File: config.mk
export PLATFORM = sky130hd
export DESIGN_NAME = autoneg_gigabit_ctrl_regs
export DESIGN_NICKNAME = d
export VERILOG_FILES = /design/src/pkg/an_regs_pkg.sv /design/src/autoneg_gigabit_ctrl_regs.sv
export SDC_FILE = /design/constraint.sdc
export NUM_CORES = 1
export LEC_CHECK = 0
export BUFFER_PORTS_ARGS = -buffer_cell sky130_fd_sc_hd__buf_2
export CAP_MARGIN = 5
export CORE_MARGIN = 1.5
export CORE_UTILIZATION = 40
export CTS_BUF_LIST = sky130_fd_sc_hd__clkbuf_4 sky130_fd_sc_hd__clkbuf_8 sky130_fd_sc_hd__clkbuf_16
export DETAILED_ROUTE_END_ITERATION = 12
export PLACE_DENSITY = 0.66
export SLEW_MARGIN = 10
export SYNTH_ARGS = -nofsm -noshare
export SYNTH_HDL_FRONTEND = slang
export SYNTH_SLANG_ARGS = --single-unit
export TNS_END_PERCENT = 1
File: constraint.sdc
create_clock -name clk -period 1.6 [get_ports clk]
set_input_delay 0.16 -clock clk [delete_from_list [all_inputs] [get_ports clk]]
set_output_delay 0.16 -clock clk [all_outputs]
set_load 0.005 [all_outputs]
File: src/pkg/an_regs_pkg.sv
// package: offsets, field positions, reset values and carrier types for the negotiation register bank
package an_regs_pkg;

	localparam logic [4:0] OFS_ADVERT = 5'h04;
	localparam logic [4:0] OFS_PARTNER_BASE = 5'h05;
	localparam logic [4:0] OFS_EXPANSION = 5'h06;
	localparam logic [4:0] OFS_NP_TX = 5'h07;
	localparam logic [4:0] OFS_NP_RX = 5'h08;
	localparam logic [4:0] OFS_GIG_CTRL = 5'h09;
	localparam logic [4:0] OFS_IRQ_STATUS = 5'h18;
	localparam logic [4:0] OFS_IRQ_MASK = 5'h19;

	// writable bits and reset values per register
	localparam logic [15:0] ADVERT_WMASK = 16'hBFFF;
	localparam logic [15:0] NP_TX_WMASK = 16'hB7FF;
	localparam logic [15:0] GIG_CTRL_WMASK = 16'hFFFF;
	localparam logic [15:0] ADVERT_RESET = 16'h01E1;
	localparam logic [15:0] NP_TX_RESET = 16'h2001;
	localparam logic [15:0] GIG_CTRL_RESET = 16'h0700;

	localparam int ADV_NEXT_PAGE_BIT = 15;
	localparam int ADV_REMOTE_FAULT_BIT = 13;
	localparam int ADV_ASYM_PAUSE_BIT = 11;
	localparam int ADV_SYM_PAUSE_BIT = 10;
	localparam int EXP_PAR_FAULT_BIT = 4;
	localparam int EXP_PARTNER_NP_BIT = 3;
	localparam int EXP_LOCAL_NP_BIT = 2;
	localparam int EXP_PAGE_RX_BIT = 1;
	localparam int EXP_PARTNER_AN_BIT = 0;
	localparam int NP_TX_TOGGLE_BIT = 11;
	localparam int GIG_MS_MANUAL_BIT = 12;
	localparam int GIG_MS_VALUE_BIT = 11;
	localparam int GIG_TEST_LSB = 13;
	localparam int GIG_MULTI_PORT_BIT = 10;
	localparam int GIG_ADV_FULL_DUPLEX_BIT = 9;
	localparam int GIG_ADV_HALF_DUPLEX_BIT = 8;

	// interrupt status layout
	localparam int IRQ_PAGE_RX_BIT = 0;
	localparam int IRQ_PAR_FAULT_BIT = 1;
	localparam int IRQ_BASE_PAGE_BIT = 2;
	localparam logic [2:0] IRQ_RESET = 3'h0;

	typedef enum logic [2:0] {
		TEST_NORMAL = 3'h0,
		TEST_WAVEFORM = 3'h1,
		TEST_JITTER_MASTER = 3'h2,
		TEST_JITTER_SLAVE = 3'h3,
		TEST_DISTORTION = 3'h4
	} test_mode_type;

	typedef enum {
		NP_IDLE,
		NP_SENT
	} np_state_type;

	typedef struct packed {
		logic [4:0] addr;
		logic [15:0] wdata;
		logic wr;
		logic rd;
	} mgmt_req_type;

	typedef struct packed {
		logic base_page_valid;
		logic [15:0] base_page;
		logic next_page_valid;
		logic [15:0] next_page;
		logic parallel_fault;
		logic partner_np_able;
		logic partner_an_able;
		logic codeword_sent;
		logic codeword_toggle;
	} link_event_type;

	typedef struct packed {
		test_mode_type test_mode;
		logic ms_manual;
		logic ms_master;
		logic multi_port;
		logic adv_1000_full_duplex;
		logic adv_1000_half_duplex;
		logic next_page_request;
		logic [15:0] advert;
		logic [15:0] np_tx;
		logic np_tx_pending;
	} neg_ctrl_type;

endpackage

File: src/autoneg_gigabit_ctrl_regs.sv
// management register bank for negotiation advertisement, partner pages and gigabit control
// Function
// RQ1: advertisement bit 15 requests next page exchange, writable, resets zero.
// RQ2: advertisement bits 11,10 pause abilities, bit 13 remote fault, all reset zero.
// RQ3: advertisement bits 9..5 abilities reset 01111, selector resets 00001.
// RQ4: partner base page register read-only, mirrors received base page, resets zero.
// RQ5: expansion bit 4 parallel detection fault latches high until read.
// RQ6: expansion bit 1 new page received, latching, resets zero.
// RQ7: expansion bit 2 reads one, bit 3 partner np, bit 0 partner negotiates.
// RQ8: next page transmit bit 15 more pages, code field 10:0 resets to one.
// RQ9: next page transmit bit 13 message page, bit 12 comply, both writable.
// RQ10: next page transmit bit 11 read-only toggle, inverse of previous codeword toggle.
// RQ11: partner next page register read-only, latest next page, resets zero.
// RQ12: gigabit control bits 15:13 select transmitter test mode, 101..111 reserved.
// RQ13: software disables media sensing before any non-normal test mode.
// RQ14: bit 12 enables manual master/slave; value bit only acts while enabled.
// RQ15: with manual enabled, bit 11 one means master, zero slave, resets zero.
// RQ16: bits 9,8 advertise gigabit full/half, bit 10 multi-port, all reset one.
// RQ17: software sets master/slave bit 11 before forcing gigabit speed.
// RQ18: latched bits clear on the read returning them; concurrent events survive.
// RQ19: writes to read-only fields ignored; reserved read-only bits read reset values.
//
// Design decision made here: the address-and-strobe port.
`timescale 1ns/10ps
module autoneg_gigabit_ctrl_regs
	import an_regs_pkg::*;
(
	input wire logic clk,
	input wire logic reset,
	input wire mgmt_req_type mgmt_req,
	output logic [15:0] rdata,
	input wire link_event_type link_event,
	output neg_ctrl_type neg_ctrl,
	output logic irq
);

	typedef struct packed {
		logic [15:0] advert;
		logic [15:0] partner_base;
		logic par_fault;
		logic page_rx;
		logic partner_np_able;
		logic partner_an_able;
		logic [15:0] np_tx;
		logic [15:0] np_rx;
		logic [15:0] gig_ctrl;
		logic np_tx_pending;
		np_state_type np_state;
		logic [2:0] irq_status;
		logic [2:0] irq_mask;
		logic [15:0] rdata;
		logic irq;
		neg_ctrl_type ctrl;
	} state_type;

	state_type state_r;
	state_type state_nxt;
	logic [15:0] read_mux;
	logic [15:0] expansion_view;
	logic [2:0] irq_events;

	always_comb begin
		expansion_view = 16'h0000; // [RQ7]
		expansion_view[EXP_PAR_FAULT_BIT] = state_r.par_fault; // [RQ5]
		expansion_view[EXP_PARTNER_NP_BIT] = state_r.partner_np_able; // [RQ7]
		expansion_view[EXP_LOCAL_NP_BIT] = 1'b1; // [RQ7]
		expansion_view[EXP_PAGE_RX_BIT] = state_r.page_rx; // [RQ6]
		expansion_view[EXP_PARTNER_AN_BIT] = state_r.partner_an_able; // [RQ7]
		read_mux = 16'h0000;
		if (mgmt_req.addr == OFS_ADVERT) begin
			read_mux = state_r.advert;
		end else if (mgmt_req.addr == OFS_PARTNER_BASE) begin
			read_mux = state_r.partner_base; // [RQ4]
		end else if (mgmt_req.addr == OFS_EXPANSION) begin
			read_mux = expansion_view;
		end else if (mgmt_req.addr == OFS_NP_TX) begin
			read_mux = state_r.np_tx;
		end else if (mgmt_req.addr == OFS_NP_RX) begin
			read_mux = state_r.np_rx; // [RQ11]
		end else if (mgmt_req.addr == OFS_GIG_CTRL) begin
			read_mux = state_r.gig_ctrl;
		end else if (mgmt_req.addr == OFS_IRQ_STATUS) begin
			read_mux = {13'h0000, state_r.irq_status};
		end else if (mgmt_req.addr == OFS_IRQ_MASK) begin
			read_mux = {13'h0000, state_r.irq_mask};
		end
	end

	always_comb begin
		irq_events = 3'h0;
		irq_events[IRQ_PAGE_RX_BIT] = link_event.next_page_valid | link_event.base_page_valid;
		irq_events[IRQ_PAR_FAULT_BIT] = link_event.parallel_fault;
		irq_events[IRQ_BASE_PAGE_BIT] = link_event.base_page_valid;
	end

	always_comb begin
		state_nxt = state_r;
		state_nxt.rdata = 16'h0000;
		if (mgmt_req.rd) begin
			state_nxt.rdata = read_mux;
		end
		// writes: only writable bits change [RQ19]
		if (mgmt_req.wr) begin
			if (mgmt_req.addr == OFS_ADVERT) begin
				state_nxt.advert = (state_r.advert & ~ADVERT_WMASK) | (mgmt_req.wdata & ADVERT_WMASK); // [RQ1] [RQ2] [RQ3]
			end else if (mgmt_req.addr == OFS_NP_TX) begin
				state_nxt.np_tx = (state_r.np_tx & ~NP_TX_WMASK) | (mgmt_req.wdata & NP_TX_WMASK); // [RQ8] [RQ9]
				state_nxt.np_tx_pending = 1'b1;
			end else if (mgmt_req.addr == OFS_GIG_CTRL) begin
				state_nxt.gig_ctrl = mgmt_req.wdata & GIG_CTRL_WMASK; // [RQ12] [RQ16]
			end else if (mgmt_req.addr == OFS_IRQ_MASK) begin
				state_nxt.irq_mask = mgmt_req.wdata[2:0];
			end
		end
		// read clears latched bits, events in same cycle win [RQ18]
		if (mgmt_req.rd && mgmt_req.addr == OFS_EXPANSION) begin
			state_nxt.par_fault = 1'b0; // [RQ5]
			state_nxt.page_rx = 1'b0; // [RQ6]
		end
		if (mgmt_req.rd && mgmt_req.addr == OFS_IRQ_STATUS) begin
			state_nxt.irq_status = IRQ_RESET;
		end
		if (link_event.parallel_fault) begin
			state_nxt.par_fault = 1'b1; // [RQ5] [RQ18]
		end
		if (link_event.base_page_valid) begin
			state_nxt.partner_base = link_event.base_page; // [RQ4]
			state_nxt.page_rx = 1'b1; // [RQ6] [RQ18]
		end
		if (link_event.next_page_valid) begin
			state_nxt.np_rx = link_event.next_page; // [RQ11]
			state_nxt.page_rx = 1'b1; // [RQ6]
		end
		state_nxt.partner_np_able = link_event.partner_np_able; // [RQ7]
		state_nxt.partner_an_able = link_event.partner_an_able; // [RQ7]
		state_nxt.irq_status = state_nxt.irq_status | irq_events;
		// next page handshake with negotiation engine
		case (state_r.np_state)
			NP_IDLE: begin
				if (link_event.codeword_sent) begin
					state_nxt.np_state = NP_SENT;
				end
			end
			NP_SENT: begin
				state_nxt.np_state = NP_IDLE;
			end
			default: begin
				state_nxt.np_state = NP_IDLE;
			end
		endcase
		if (link_event.codeword_sent) begin
			state_nxt.np_tx[NP_TX_TOGGLE_BIT] = ~link_event.codeword_toggle; // [RQ10]
			state_nxt.np_tx_pending = 1'b0;
		end
		state_nxt.irq = |(state_nxt.irq_status & state_nxt.irq_mask);
		state_nxt.ctrl.test_mode = test_mode_type'(state_nxt.gig_ctrl[GIG_TEST_LSB +: 3]); // [RQ12]
		state_nxt.ctrl.ms_manual = state_nxt.gig_ctrl[GIG_MS_MANUAL_BIT]; // [RQ14]
		state_nxt.ctrl.ms_master = state_nxt.gig_ctrl[GIG_MS_MANUAL_BIT] & state_nxt.gig_ctrl[GIG_MS_VALUE_BIT]; // [RQ14] [RQ15]
		state_nxt.ctrl.multi_port = state_nxt.gig_ctrl[GIG_MULTI_PORT_BIT]; // [RQ16]
		state_nxt.ctrl.adv_1000_full_duplex = state_nxt.gig_ctrl[GIG_ADV_FULL_DUPLEX_BIT]; // [RQ16]
		state_nxt.ctrl.adv_1000_half_duplex = state_nxt.gig_ctrl[GIG_ADV_HALF_DUPLEX_BIT]; // [RQ16]
		state_nxt.ctrl.next_page_request = state_nxt.advert[ADV_NEXT_PAGE_BIT]; // [RQ1]
		state_nxt.ctrl.advert = state_nxt.advert;
		state_nxt.ctrl.np_tx = state_nxt.np_tx;
		state_nxt.ctrl.np_tx_pending = state_nxt.np_tx_pending;
		if (reset) begin
			state_nxt = '0;
			state_nxt.advert = ADVERT_RESET; // [RQ1] [RQ2] [RQ3]
			state_nxt.np_tx = NP_TX_RESET; // [RQ8] [RQ9]
			state_nxt.gig_ctrl = GIG_CTRL_RESET; // [RQ14] [RQ15] [RQ16]
			state_nxt.np_state = NP_IDLE;
			state_nxt.irq_status = IRQ_RESET;
			state_nxt.ctrl.test_mode = TEST_NORMAL;
			state_nxt.ctrl.multi_port = 1'b1;
			state_nxt.ctrl.adv_1000_full_duplex = 1'b1;
			state_nxt.ctrl.adv_1000_half_duplex = 1'b1;
			state_nxt.ctrl.advert = ADVERT_RESET;
			state_nxt.ctrl.np_tx = NP_TX_RESET;
		end
	end

	always_ff @(posedge clk) begin
		state_r <= state_nxt;
	end

	assign rdata = state_r.rdata;
	assign neg_ctrl = state_r.ctrl;
	assign irq = state_r.irq;

	property p_advert_reset;
		@(posedge clk) $fell(reset) |-> state_r.advert == ADVERT_RESET;
	endproperty
	a_advert_reset: assert property (p_advert_reset) else $error("advertisement reset value wrong"); // [RQ3]

	property p_next_page_req;
		@(posedge clk) disable iff (reset)
		mgmt_req.wr && mgmt_req.addr == OFS_ADVERT
		|=> neg_ctrl.next_page_request == $past(mgmt_req.wdata[ADV_NEXT_PAGE_BIT]);
	endproperty
	a_next_page_req: assert property (p_next_page_req) else $error("next page request not taken"); // [RQ1]

	property p_par_fault_latch;
		@(posedge clk) disable iff (reset)
		link_event.parallel_fault |=> state_r.par_fault;
	endproperty
	a_par_fault_latch: assert property (p_par_fault_latch) else $error("parallel fault lost"); // [RQ5]

	property p_page_rx_clear;
		@(posedge clk) disable iff (reset)
		mgmt_req.rd && mgmt_req.addr == OFS_EXPANSION && !link_event.base_page_valid && !link_event.next_page_valid
		|=> !state_r.page_rx;
	endproperty
	a_page_rx_clear: assert property (p_page_rx_clear) else $error("page received not cleared on read"); // [RQ18]

	property p_local_np;
		@(posedge clk) disable iff (reset)
		mgmt_req.rd && mgmt_req.addr == OFS_EXPANSION |=> rdata[EXP_LOCAL_NP_BIT] && rdata[15:5] == 11'h000;
	endproperty
	a_local_np: assert property (p_local_np) else $error("expansion constant bits wrong"); // [RQ7]

	property p_toggle;
		@(posedge clk) disable iff (reset)
		link_event.codeword_sent |=> state_r.np_tx[NP_TX_TOGGLE_BIT] == !$past(link_event.codeword_toggle);
	endproperty
	a_toggle: assert property (p_toggle) else $error("toggle bit not inverted"); // [RQ10]

	property p_ro_ignored;
		@(posedge clk) disable iff (reset)
		mgmt_req.wr && mgmt_req.addr == OFS_NP_RX && !link_event.next_page_valid |=> $stable(state_r.np_rx);
	endproperty
	a_ro_ignored: assert property (p_ro_ignored) else $error("read-only register written"); // [RQ19]

	property p_ms_gate;
		@(posedge clk) disable iff (reset)
		!state_r.gig_ctrl[GIG_MS_MANUAL_BIT] |-> !neg_ctrl.ms_master;
	endproperty
	a_ms_gate: assert property (p_ms_gate) else $error("master value acts without manual enable"); // [RQ14]

	property p_base_capture;
		@(posedge clk) disable iff (reset)
		link_event.base_page_valid |=> state_r.partner_base == $past(link_event.base_page);
	endproperty
	a_base_capture: assert property (p_base_capture) else $error("partner base page not captured"); // [RQ4]

	property p_gig_reset;
		@(posedge clk) $fell(reset) |-> neg_ctrl.test_mode == TEST_NORMAL && neg_ctrl.multi_port && !neg_ctrl.ms_master;
	endproperty
	a_gig_reset: assert property (p_gig_reset) else $error("gigabit control reset wrong"); // [RQ16]

	property p_np_tx_reset;
		@(posedge clk) $fell(reset) |-> state_r.np_tx == NP_TX_RESET;
	endproperty
	a_np_tx_reset: assert property (p_np_tx_reset) else $error("next page transmit reset value wrong"); // [RQ8]

	property p_gig_ctrl_reset;
		@(posedge clk) $fell(reset) |-> state_r.gig_ctrl == GIG_CTRL_RESET;
	endproperty
	a_gig_ctrl_reset: assert property (p_gig_ctrl_reset) else $error("gigabit register reset value wrong"); // [RQ16]

	property p_partner_reset;
		@(posedge clk) $fell(reset) |-> state_r.partner_base == 16'h0000;
	endproperty
	a_partner_reset: assert property (p_partner_reset) else $error("partner base page not zero after reset"); // [RQ4]

	property p_latch_reset;
		@(posedge clk) $fell(reset) |-> !state_r.page_rx && !state_r.par_fault;
	endproperty
	a_latch_reset: assert property (p_latch_reset) else $error("latched expansion bits set after reset"); // [RQ6]

	property p_np_rx_reset;
		@(posedge clk) $fell(reset) |-> state_r.np_rx == 16'h0000;
	endproperty
	a_np_rx_reset: assert property (p_np_rx_reset) else $error("partner next page not zero after reset"); // [RQ11]

	property p_advert_ro_bits;
		@(posedge clk) disable iff (reset)
		(state_r.advert & ~ADVERT_WMASK) == 16'h0000;
	endproperty
	a_advert_ro_bits: assert property (p_advert_ro_bits) else $error("read-only advertisement bit set"); // [RQ19]

	property p_np_tx_ro;
		@(posedge clk) disable iff (reset)
		mgmt_req.wr && mgmt_req.addr == OFS_NP_TX && !link_event.codeword_sent
		|=> state_r.np_tx[NP_TX_TOGGLE_BIT] == $past(state_r.np_tx[NP_TX_TOGGLE_BIT]);
	endproperty
	a_np_tx_ro: assert property (p_np_tx_ro) else $error("toggle bit changed by a write"); // [RQ19]

	property p_advert_write;
		@(posedge clk) disable iff (reset)
		mgmt_req.wr && mgmt_req.addr == OFS_ADVERT |=> state_r.advert == ($past(mgmt_req.wdata) & ADVERT_WMASK);
	endproperty
	a_advert_write: assert property (p_advert_write) else $error("advertisement write not taken"); // [RQ2]

	property p_np_tx_write;
		@(posedge clk) disable iff (reset)
		mgmt_req.wr && mgmt_req.addr == OFS_NP_TX
		|=> (state_r.np_tx & NP_TX_WMASK) == ($past(mgmt_req.wdata) & NP_TX_WMASK);
	endproperty
	a_np_tx_write: assert property (p_np_tx_write) else $error("next page transmit write not taken"); // [RQ9]

	property p_gig_write;
		@(posedge clk) disable iff (reset)
		mgmt_req.wr && mgmt_req.addr == OFS_GIG_CTRL |=> state_r.gig_ctrl == $past(mgmt_req.wdata);
	endproperty
	a_gig_write: assert property (p_gig_write) else $error("gigabit control write not taken"); // [RQ12]

	property p_test_mode_out;
		@(posedge clk) disable iff (reset)
		neg_ctrl.test_mode == state_r.gig_ctrl[GIG_TEST_LSB +: 3];
	endproperty
	a_test_mode_out: assert property (p_test_mode_out) else $error("test mode output differs from register"); // [RQ12]

	property p_ms_master_out;
		@(posedge clk) disable iff (reset)
		state_r.gig_ctrl[GIG_MS_MANUAL_BIT] |-> neg_ctrl.ms_master == state_r.gig_ctrl[GIG_MS_VALUE_BIT];
	endproperty
	a_ms_master_out: assert property (p_ms_master_out) else $error("manual master value not applied"); // [RQ15]

	property p_port_type_out;
		@(posedge clk) disable iff (reset)
		neg_ctrl.multi_port == state_r.gig_ctrl[GIG_MULTI_PORT_BIT]
		&& neg_ctrl.adv_1000_full_duplex == state_r.gig_ctrl[GIG_ADV_FULL_DUPLEX_BIT]
		&& neg_ctrl.adv_1000_half_duplex == state_r.gig_ctrl[GIG_ADV_HALF_DUPLEX_BIT];
	endproperty
	a_port_type_out: assert property (p_port_type_out) else $error("gigabit ability outputs differ"); // [RQ16]

	property p_par_fault_clear;
		@(posedge clk) disable iff (reset)
		mgmt_req.rd && mgmt_req.addr == OFS_EXPANSION && !link_event.parallel_fault |=> !state_r.par_fault;
	endproperty
	a_par_fault_clear: assert property (p_par_fault_clear) else $error("parallel fault not cleared by read"); // [RQ5]

	property p_par_fault_hold;
		@(posedge clk) disable iff (reset)
		state_r.par_fault && !(mgmt_req.rd && mgmt_req.addr == OFS_EXPANSION) |=> state_r.par_fault;
	endproperty
	a_par_fault_hold: assert property (p_par_fault_hold) else $error("parallel fault dropped without read"); // [RQ5]

	property p_page_rx_set;
		@(posedge clk) disable iff (reset)
		link_event.base_page_valid || link_event.next_page_valid |=> state_r.page_rx;
	endproperty
	a_page_rx_set: assert property (p_page_rx_set) else $error("page received not latched"); // [RQ6]

	property p_np_rx_capture;
		@(posedge clk) disable iff (reset)
		link_event.next_page_valid |=> state_r.np_rx == $past(link_event.next_page);
	endproperty
	a_np_rx_capture: assert property (p_np_rx_capture) else $error("partner next page not captured"); // [RQ11]

	property p_partner_base_ro;
		@(posedge clk) disable iff (reset)
		!link_event.base_page_valid |=> $stable(state_r.partner_base);
	endproperty
	a_partner_base_ro: assert property (p_partner_base_ro) else $error("partner base page changed"); // [RQ4]

	property p_irq_read_clear;
		@(posedge clk) disable iff (reset)
		mgmt_req.rd && mgmt_req.addr == OFS_IRQ_STATUS |=> state_r.irq_status == $past(irq_events);
	endproperty
	a_irq_read_clear: assert property (p_irq_read_clear) else $error("status read lost an event"); // [RQ18]

	property p_np_sent_return;
		@(posedge clk) disable iff (reset)
		state_r.np_state == NP_SENT |=> state_r.np_state == NP_IDLE;
	endproperty
	a_np_sent_return: assert property (p_np_sent_return) else $error("codeword state stuck"); // [RQ10]

	property p_pending_clear;
		@(posedge clk) disable iff (reset)
		link_event.codeword_sent |=> !neg_ctrl.np_tx_pending;
	endproperty
	a_pending_clear: assert property (p_pending_clear) else $error("pending page not cleared"); // [RQ10]

	property p_np_rx_read;
		@(posedge clk) disable iff (reset)
		mgmt_req.rd && mgmt_req.addr == OFS_NP_RX |=> rdata == $past(state_r.np_rx);
	endproperty
	a_np_rx_read: assert property (p_np_rx_read) else $error("partner next page read wrong"); // [RQ11]

	property p_partner_read;
		@(posedge clk) disable iff (reset)
		mgmt_req.rd && mgmt_req.addr == OFS_PARTNER_BASE |=> rdata == $past(state_r.partner_base);
	endproperty
	a_partner_read: assert property (p_partner_read) else $error("partner base page read wrong"); // [RQ4]

endmodule

Word-level counts from Yosys, hierarchy flattened. Cells that the tools add are included.

Output and inout port bits: 59. Flip-flop bits (word level): 116.

Muxes and demuxes: 29. Eq/ne operators: 9. Reduce and logical (&&, ||, !) cells: 13. Bitwise operators: 10.

Operators with widths (count): two-way mux 16 bit (11); two-way mux 17 bit (2); bitwise OR 15 x 16 -> 16 bit (2); two-way mux 15 bit (2); two-way mux 3 bit (8); == test 5 x 3 -> 1 bit, second input constant (4); == test 5 x 4 -> 1 bit, second input constant (2); == test 5 bit, second input constant (2); AND reduction 3 bit (2); nonzero test 2 bit (3); two-way mux 1 bit (5); NOT 1 bit (4); AND reduction 4 bit (1); OR reduction 2 bit (2); bitwise AND 3 bit (1); bitwise OR 3 bit (1); nonzero test 3 bit (1); OR reduction 3 bit (1); logical AND 1 bit (2); two-way mux 2 bit (1); != test 2 bit, second input constant (1); AND reduction 2 bit (1); bitwise AND 1 bit (1); bitwise OR 1 bit (1).

Longest topological paths before layout.
Word-level depth: 9. Gate-level depth with buffers: 8. Gate-level depth less buffers: 5.

Worst setup path after synthesis. OpenSTA, ideal clock, no wires.

Kind: input-to-reg. Start: input port mgmt_req[20] (netlist name). End: register state_r, in the netlist irq. Buffers on the path: 1. Arrival: 1389 ps. Library setup time: 120 ps. Data required time: 1480 ps. Stages: 5. Setup slack: 91 ps. Path through: buf_4 -> and4bb_1 -> and3_4 -> mux2_1 -> a211o_1.

Longest elaborated chain between the ends: 8.

Ends and longest elaborated chain: from (decl) (RTL line autoneg_gigabit_ctrl_regs.sv:30) `input wire mgmt_req_type mgmt_req,`; == test 5 bit (RTL line autoneg_gigabit_ctrl_regs.sv:111) `end else if (mgmt_req.addr == OFS_IRQ_MASK) begin`; two-way mux 3 bit (RTL line autoneg_gigabit_ctrl_regs.sv:111); two-way mux 3 bit (RTL line autoneg_gigabit_ctrl_regs.sv:109) `end else if (mgmt_req.addr == OFS_GIG_CTRL) begin`; two-way mux 3 bit (RTL line autoneg_gigabit_ctrl_regs.sv:106) `end else if (mgmt_req.addr == OFS_NP_TX) begin`; two-way mux 3 bit (RTL line autoneg_gigabit_ctrl_regs.sv:104) `if (mgmt_req.addr == OFS_ADVERT) begin`; two-way mux 3 bit (RTL line autoneg_gigabit_ctrl_regs.sv:103) `if (mgmt_req.wr) begin`; bitwise AND 3 bit * (RTL line autoneg_gigabit_ctrl_regs.sv:155) `state_nxt.irq = |(state_nxt.irq_status & state_nxt.irq_mask);`; OR reduction 3 bit * (RTL line autoneg_gigabit_ctrl_regs.sv:155); to (signal assigned) (RTL line autoneg_gigabit_ctrl_regs.sv:183) `state_r <= state_nxt;`; to (decl) (RTL line autoneg_gigabit_ctrl_regs.sv:56) `state_type state_r;`.

Every way passes the cells marked *; elsewhere a longest branch is shown, timed or not. A chain may end at the register's enable or synchronous reset.

Worst setup path after layout.
Start: register state_r[60] (netlist name). End: register state_r, in the netlist rdata[1].

Longest elaborated chain between the ends: 8.

Ends and longest elaborated chain: two-way mux 3 bit (RTL line autoneg_gigabit_ctrl_regs.sv:84) `end else if (mgmt_req.addr == OFS_IRQ_MASK) begin`; two-way mux 3 bit (RTL line autoneg_gigabit_ctrl_regs.sv:82) `end else if (mgmt_req.addr == OFS_IRQ_STATUS) begin`; two-way mux 16 bit (RTL line autoneg_gigabit_ctrl_regs.sv:80) `end else if (mgmt_req.addr == OFS_GIG_CTRL) begin`; two-way mux 16 bit (RTL line autoneg_gigabit_ctrl_regs.sv:78) `end else if (mgmt_req.addr == OFS_NP_RX) begin`; two-way mux 16 bit (RTL line autoneg_gigabit_ctrl_regs.sv:76) `end else if (mgmt_req.addr == OFS_NP_TX) begin`; two-way mux 16 bit (RTL line autoneg_gigabit_ctrl_regs.sv:74) `end else if (mgmt_req.addr == OFS_EXPANSION) begin`; two-way mux 16 bit (RTL line autoneg_gigabit_ctrl_regs.sv:72) `end else if (mgmt_req.addr == OFS_PARTNER_BASE) begin`; two-way mux 16 bit (RTL line autoneg_gigabit_ctrl_regs.sv:70) `if (mgmt_req.addr == OFS_ADVERT) begin`.

No other way between the ends.

==> implementation parameters <==
Parameter                              Value

Outcome
  Run status ... finished, final reports clean

Detailed routing
  WL final ... 12.5 mm
  Detailed router's first-iteration violation count ... 227
  Average wire length per cell after detail routing ... 17.3 um
  Final routed DRC violation total ... 0
  Vias per std cell ... 5.25
  DR pass1 iterations ... 6
  Vias post-DR ... 3802
  Remaining antenna violation count ... 0

Global route
  Grt total ovfl ... 0
  Wire length of the first global-routing pass ... 20.2 mm
  Combined global-route utilization of all metal layers ... 20.7%
  Largest net degree at the start of global routing ... 45
  Number of antenna violations at the first check in global routing ... 1
  Via count of the first global-routing pass ... 3879

STA
  Endpoints failing setup ... 0
  Final-report max-slew violation count ... 0
  Portion of the clock cycle consumed by the worst path in the final layout ... 91.1%
  Final-report hold violation count ... 0
  Fmax ... 0.686 GHz
  Final hold slack ... 0.0139 ns
  Unrepaired setup endpoints after global routing ... false
  Final worst clock skew ... 0.00816 ns
  Final min period ... 1.46 ns

Layout
  Final Instance Area ... 5520 um2
  Growth of design area from synthesis to finish ... 16.9%
  Fraction of layout cells with a size suffix above 1 ... 31.9%
  Nets ... 639
  Final core utilization ... 48.1%

Yosys
  Cell taking the most area after synthesis ... dfxtp_1
  Syn_area_per_cell ... 9.48 um2
  Asr flop ratio synth ... 0%
  Warning count from the yosys run ... 0
  Dominant cells by area after synthesis ... dfxtp_1 (45%), mux2i_1 (13%), buf_4 (9.9%), nor2_1 (6.0%), a222oi_1 (3.2%)
  Share of synthesized area occupied by flip-flops and latches ... 45.4%
  Cell count after synthesis ... 498
  Library cells used by synthesis ... 48
  Post-synth top flop ... dfxtp_1
  Number of storage elements in the synthesis netlist ... 107
  Fraction of synthesized cell area taken by the top area cell type ... 45.4%
  Number of enable-type register cells in the synthesized netlist ... 0
  Most instantiated cells after synthesis ... dfxtp_1 (107), nor2_1 (76), buf_4 (62)
  Most frequent cell after synthesis ... dfxtp_1
  Summed instance area of the synthesized netlist ... 4720 um2

Hold path
  Class of the most critical hold timing path ... input pin to flop

Floorplan
  Starting utilization of the core area ... 41.2%
  Core Footprint ... 11500 um2
  Num ports ... 123
  Die Y ... 112 um
  Die Width ... 112 um
  Total number of placement rows ... 39
  DIE AREA ... 12500 um2

Setup path
  Critical Path Start Type ... flop
  Data arrival time at the worst-slack endpoint ... 1.68 ns
  CP required ... 1.82 ns
  Critical path capture point type ... flop
  Crit-path max FO ... 2
  Type of the worst setup path ... flop to flop

Place
  Routability-driven placement congestion ratio ... 0.914
  Number of buffer cells added on primary ports ... 120
  Detailed placement HPWL ... 9.36 mm
  Total cell area at the placement stage ... 5230 um2

Power
  Worst ir drop on vdd ... 0.445 mV
  Ratio of total power to cell area ... 961 nW/um2
  Static leakage ... 2.63 nW

Clock tree
  Count of clock tree sinks ... 107
  Clock latency of the later-clocked register in the worst-skew pair ... 0.34 ns
  TritonCTS clock tree ... done
  Maximum number of buffers from clock root to sink ... 2
  Clock slew seen by the registers of the worst setup and hold paths ... 0.07 ns
  H-Tree Level Count ... 3
  Buffer type at the clock tree root ... clkbuf_16
  CTS Buf Count ... 9

Run
  Max-cap check violation count ... 0
==> layout make-up <==
cell class                 instances  area, um2
sequential                       107       2140
fill                            1064       5950
antenna                            1       2.50
tap                              143        179
multi-input combinational        293       1940
clock buffer                      12        248
inverter                           8       30.0
clock inverter                     4       27.5
timing repair buffer             156        948
==> cell families (layout without fill, tap and decap cells) <==
kind of cell | Yosys count | after routing | share of synthesized area, %
other cells | 1 | 3 | 0.0795
flops | 107 | 107 | 45.4
buf+inv | 99 | 180 | 13.6
simple gates | 146 | 146 | 14.6
mux | 67 | 67 | 14.4
compound gates | 78 | 78 | 11.9
==> state kept, by name, summed over array words and instances (netlist names) <==
register        cells
expansion_view      4
neg_ctrl           32
state_r            54
irq                 1
rdata              16
==> cell usage in the layout, fill, tap and decap left out, types with 2 or more instances in the layout <==
master	n
clkinv_4	2
clkbuf_4	3
a22o_1	2
a22oi_1	12
buf_12	6
nand2_1	33
nand2b_1	3
buf_4	29
o22ai_1	2
a211oi_1	2
buf_2	120
nand3_1	6
conb_1	2
a31oi_1	2
nor3_1	2
mux2i_1	59
a211o_1	7
nor2_1	76
clkinv_2	2
mux2_2	4
nor2b_1	7
inv_1	8
dfxtp_1	107
mux2_1	4
a21oi_1	29
nand3b_1	3
a222oi_1	15
o21ai_0	2
clkbuf_16	9
==> path summary, 6_finish.rpt <==
| path | start | cells past startpoint | slack (ns) | end |
|---|---|---|---|---|
| hold reg to reg | expansion_view[1] | 2 | 0.47 | expansion_view[1] |
| hold / removal | link_event[1] | 2 | 0.01 | neg_ctrl[0] |
| setup reg to reg | state_r[60] | 5 | 0.14 | rdata[1] |
| setup / recovery | state_r[60] | 5 | 0.14 | rdata[1] |
==> critical path, stage by stage (launching register included) <==
cell      delay (ns)
dfxtp_1         0.31
mux2_2          0.25
a22oi_1         0.17
o22ai_1         0.12
a222oi_1        0.39
nor2_1          0.09
==> stage by stage <==
| step | setup slack [ns] | setup TNS [ns] | total power [mW] | std cells |
|---|---|---|---|---|
| floorplan | 0.0909 | 0 | 3.09 | 499 |
| global placement | -0.0200 | -0.0220 | 3.29 | 706 |
| detailed placement | -0.0281 | -0.0475 | 3.30 | 706 |
| CTS | 0.152 | 0 | 5.34 | 723 |
| global route | 0.0788 | 0 | 5.49 | 723 |
| finish | 0.143 | 0 | 5.30 | 724 |
==> what timing repair did <==
action,CTS,global route
resized for setup,0,0
hold buffers,1,0
buffers inserted,0,0
hold endpoints to repair,1,0
==> where the power goes <==
part / internal [mW] / total (mW) / switching, mW
combinational: 0.214 / 0.462 / 0.248
clock: 1.11 / 2.06 / 0.952
sequential: 2.74 / 2.78 / 0.0423
total: 4.06 / 5.30 / 1.24
==> metal layers <==
layer	vias to the layer above	track usage [%]	wire length [um]
met5	-	0	0
met4	0	8.86	283
met3	20	3.92	806
met2	147	33.3	5800
met1	1818	27.1	5630
li1	1817	-	-
Note: power is estimated with default switching activity, not from simulation.
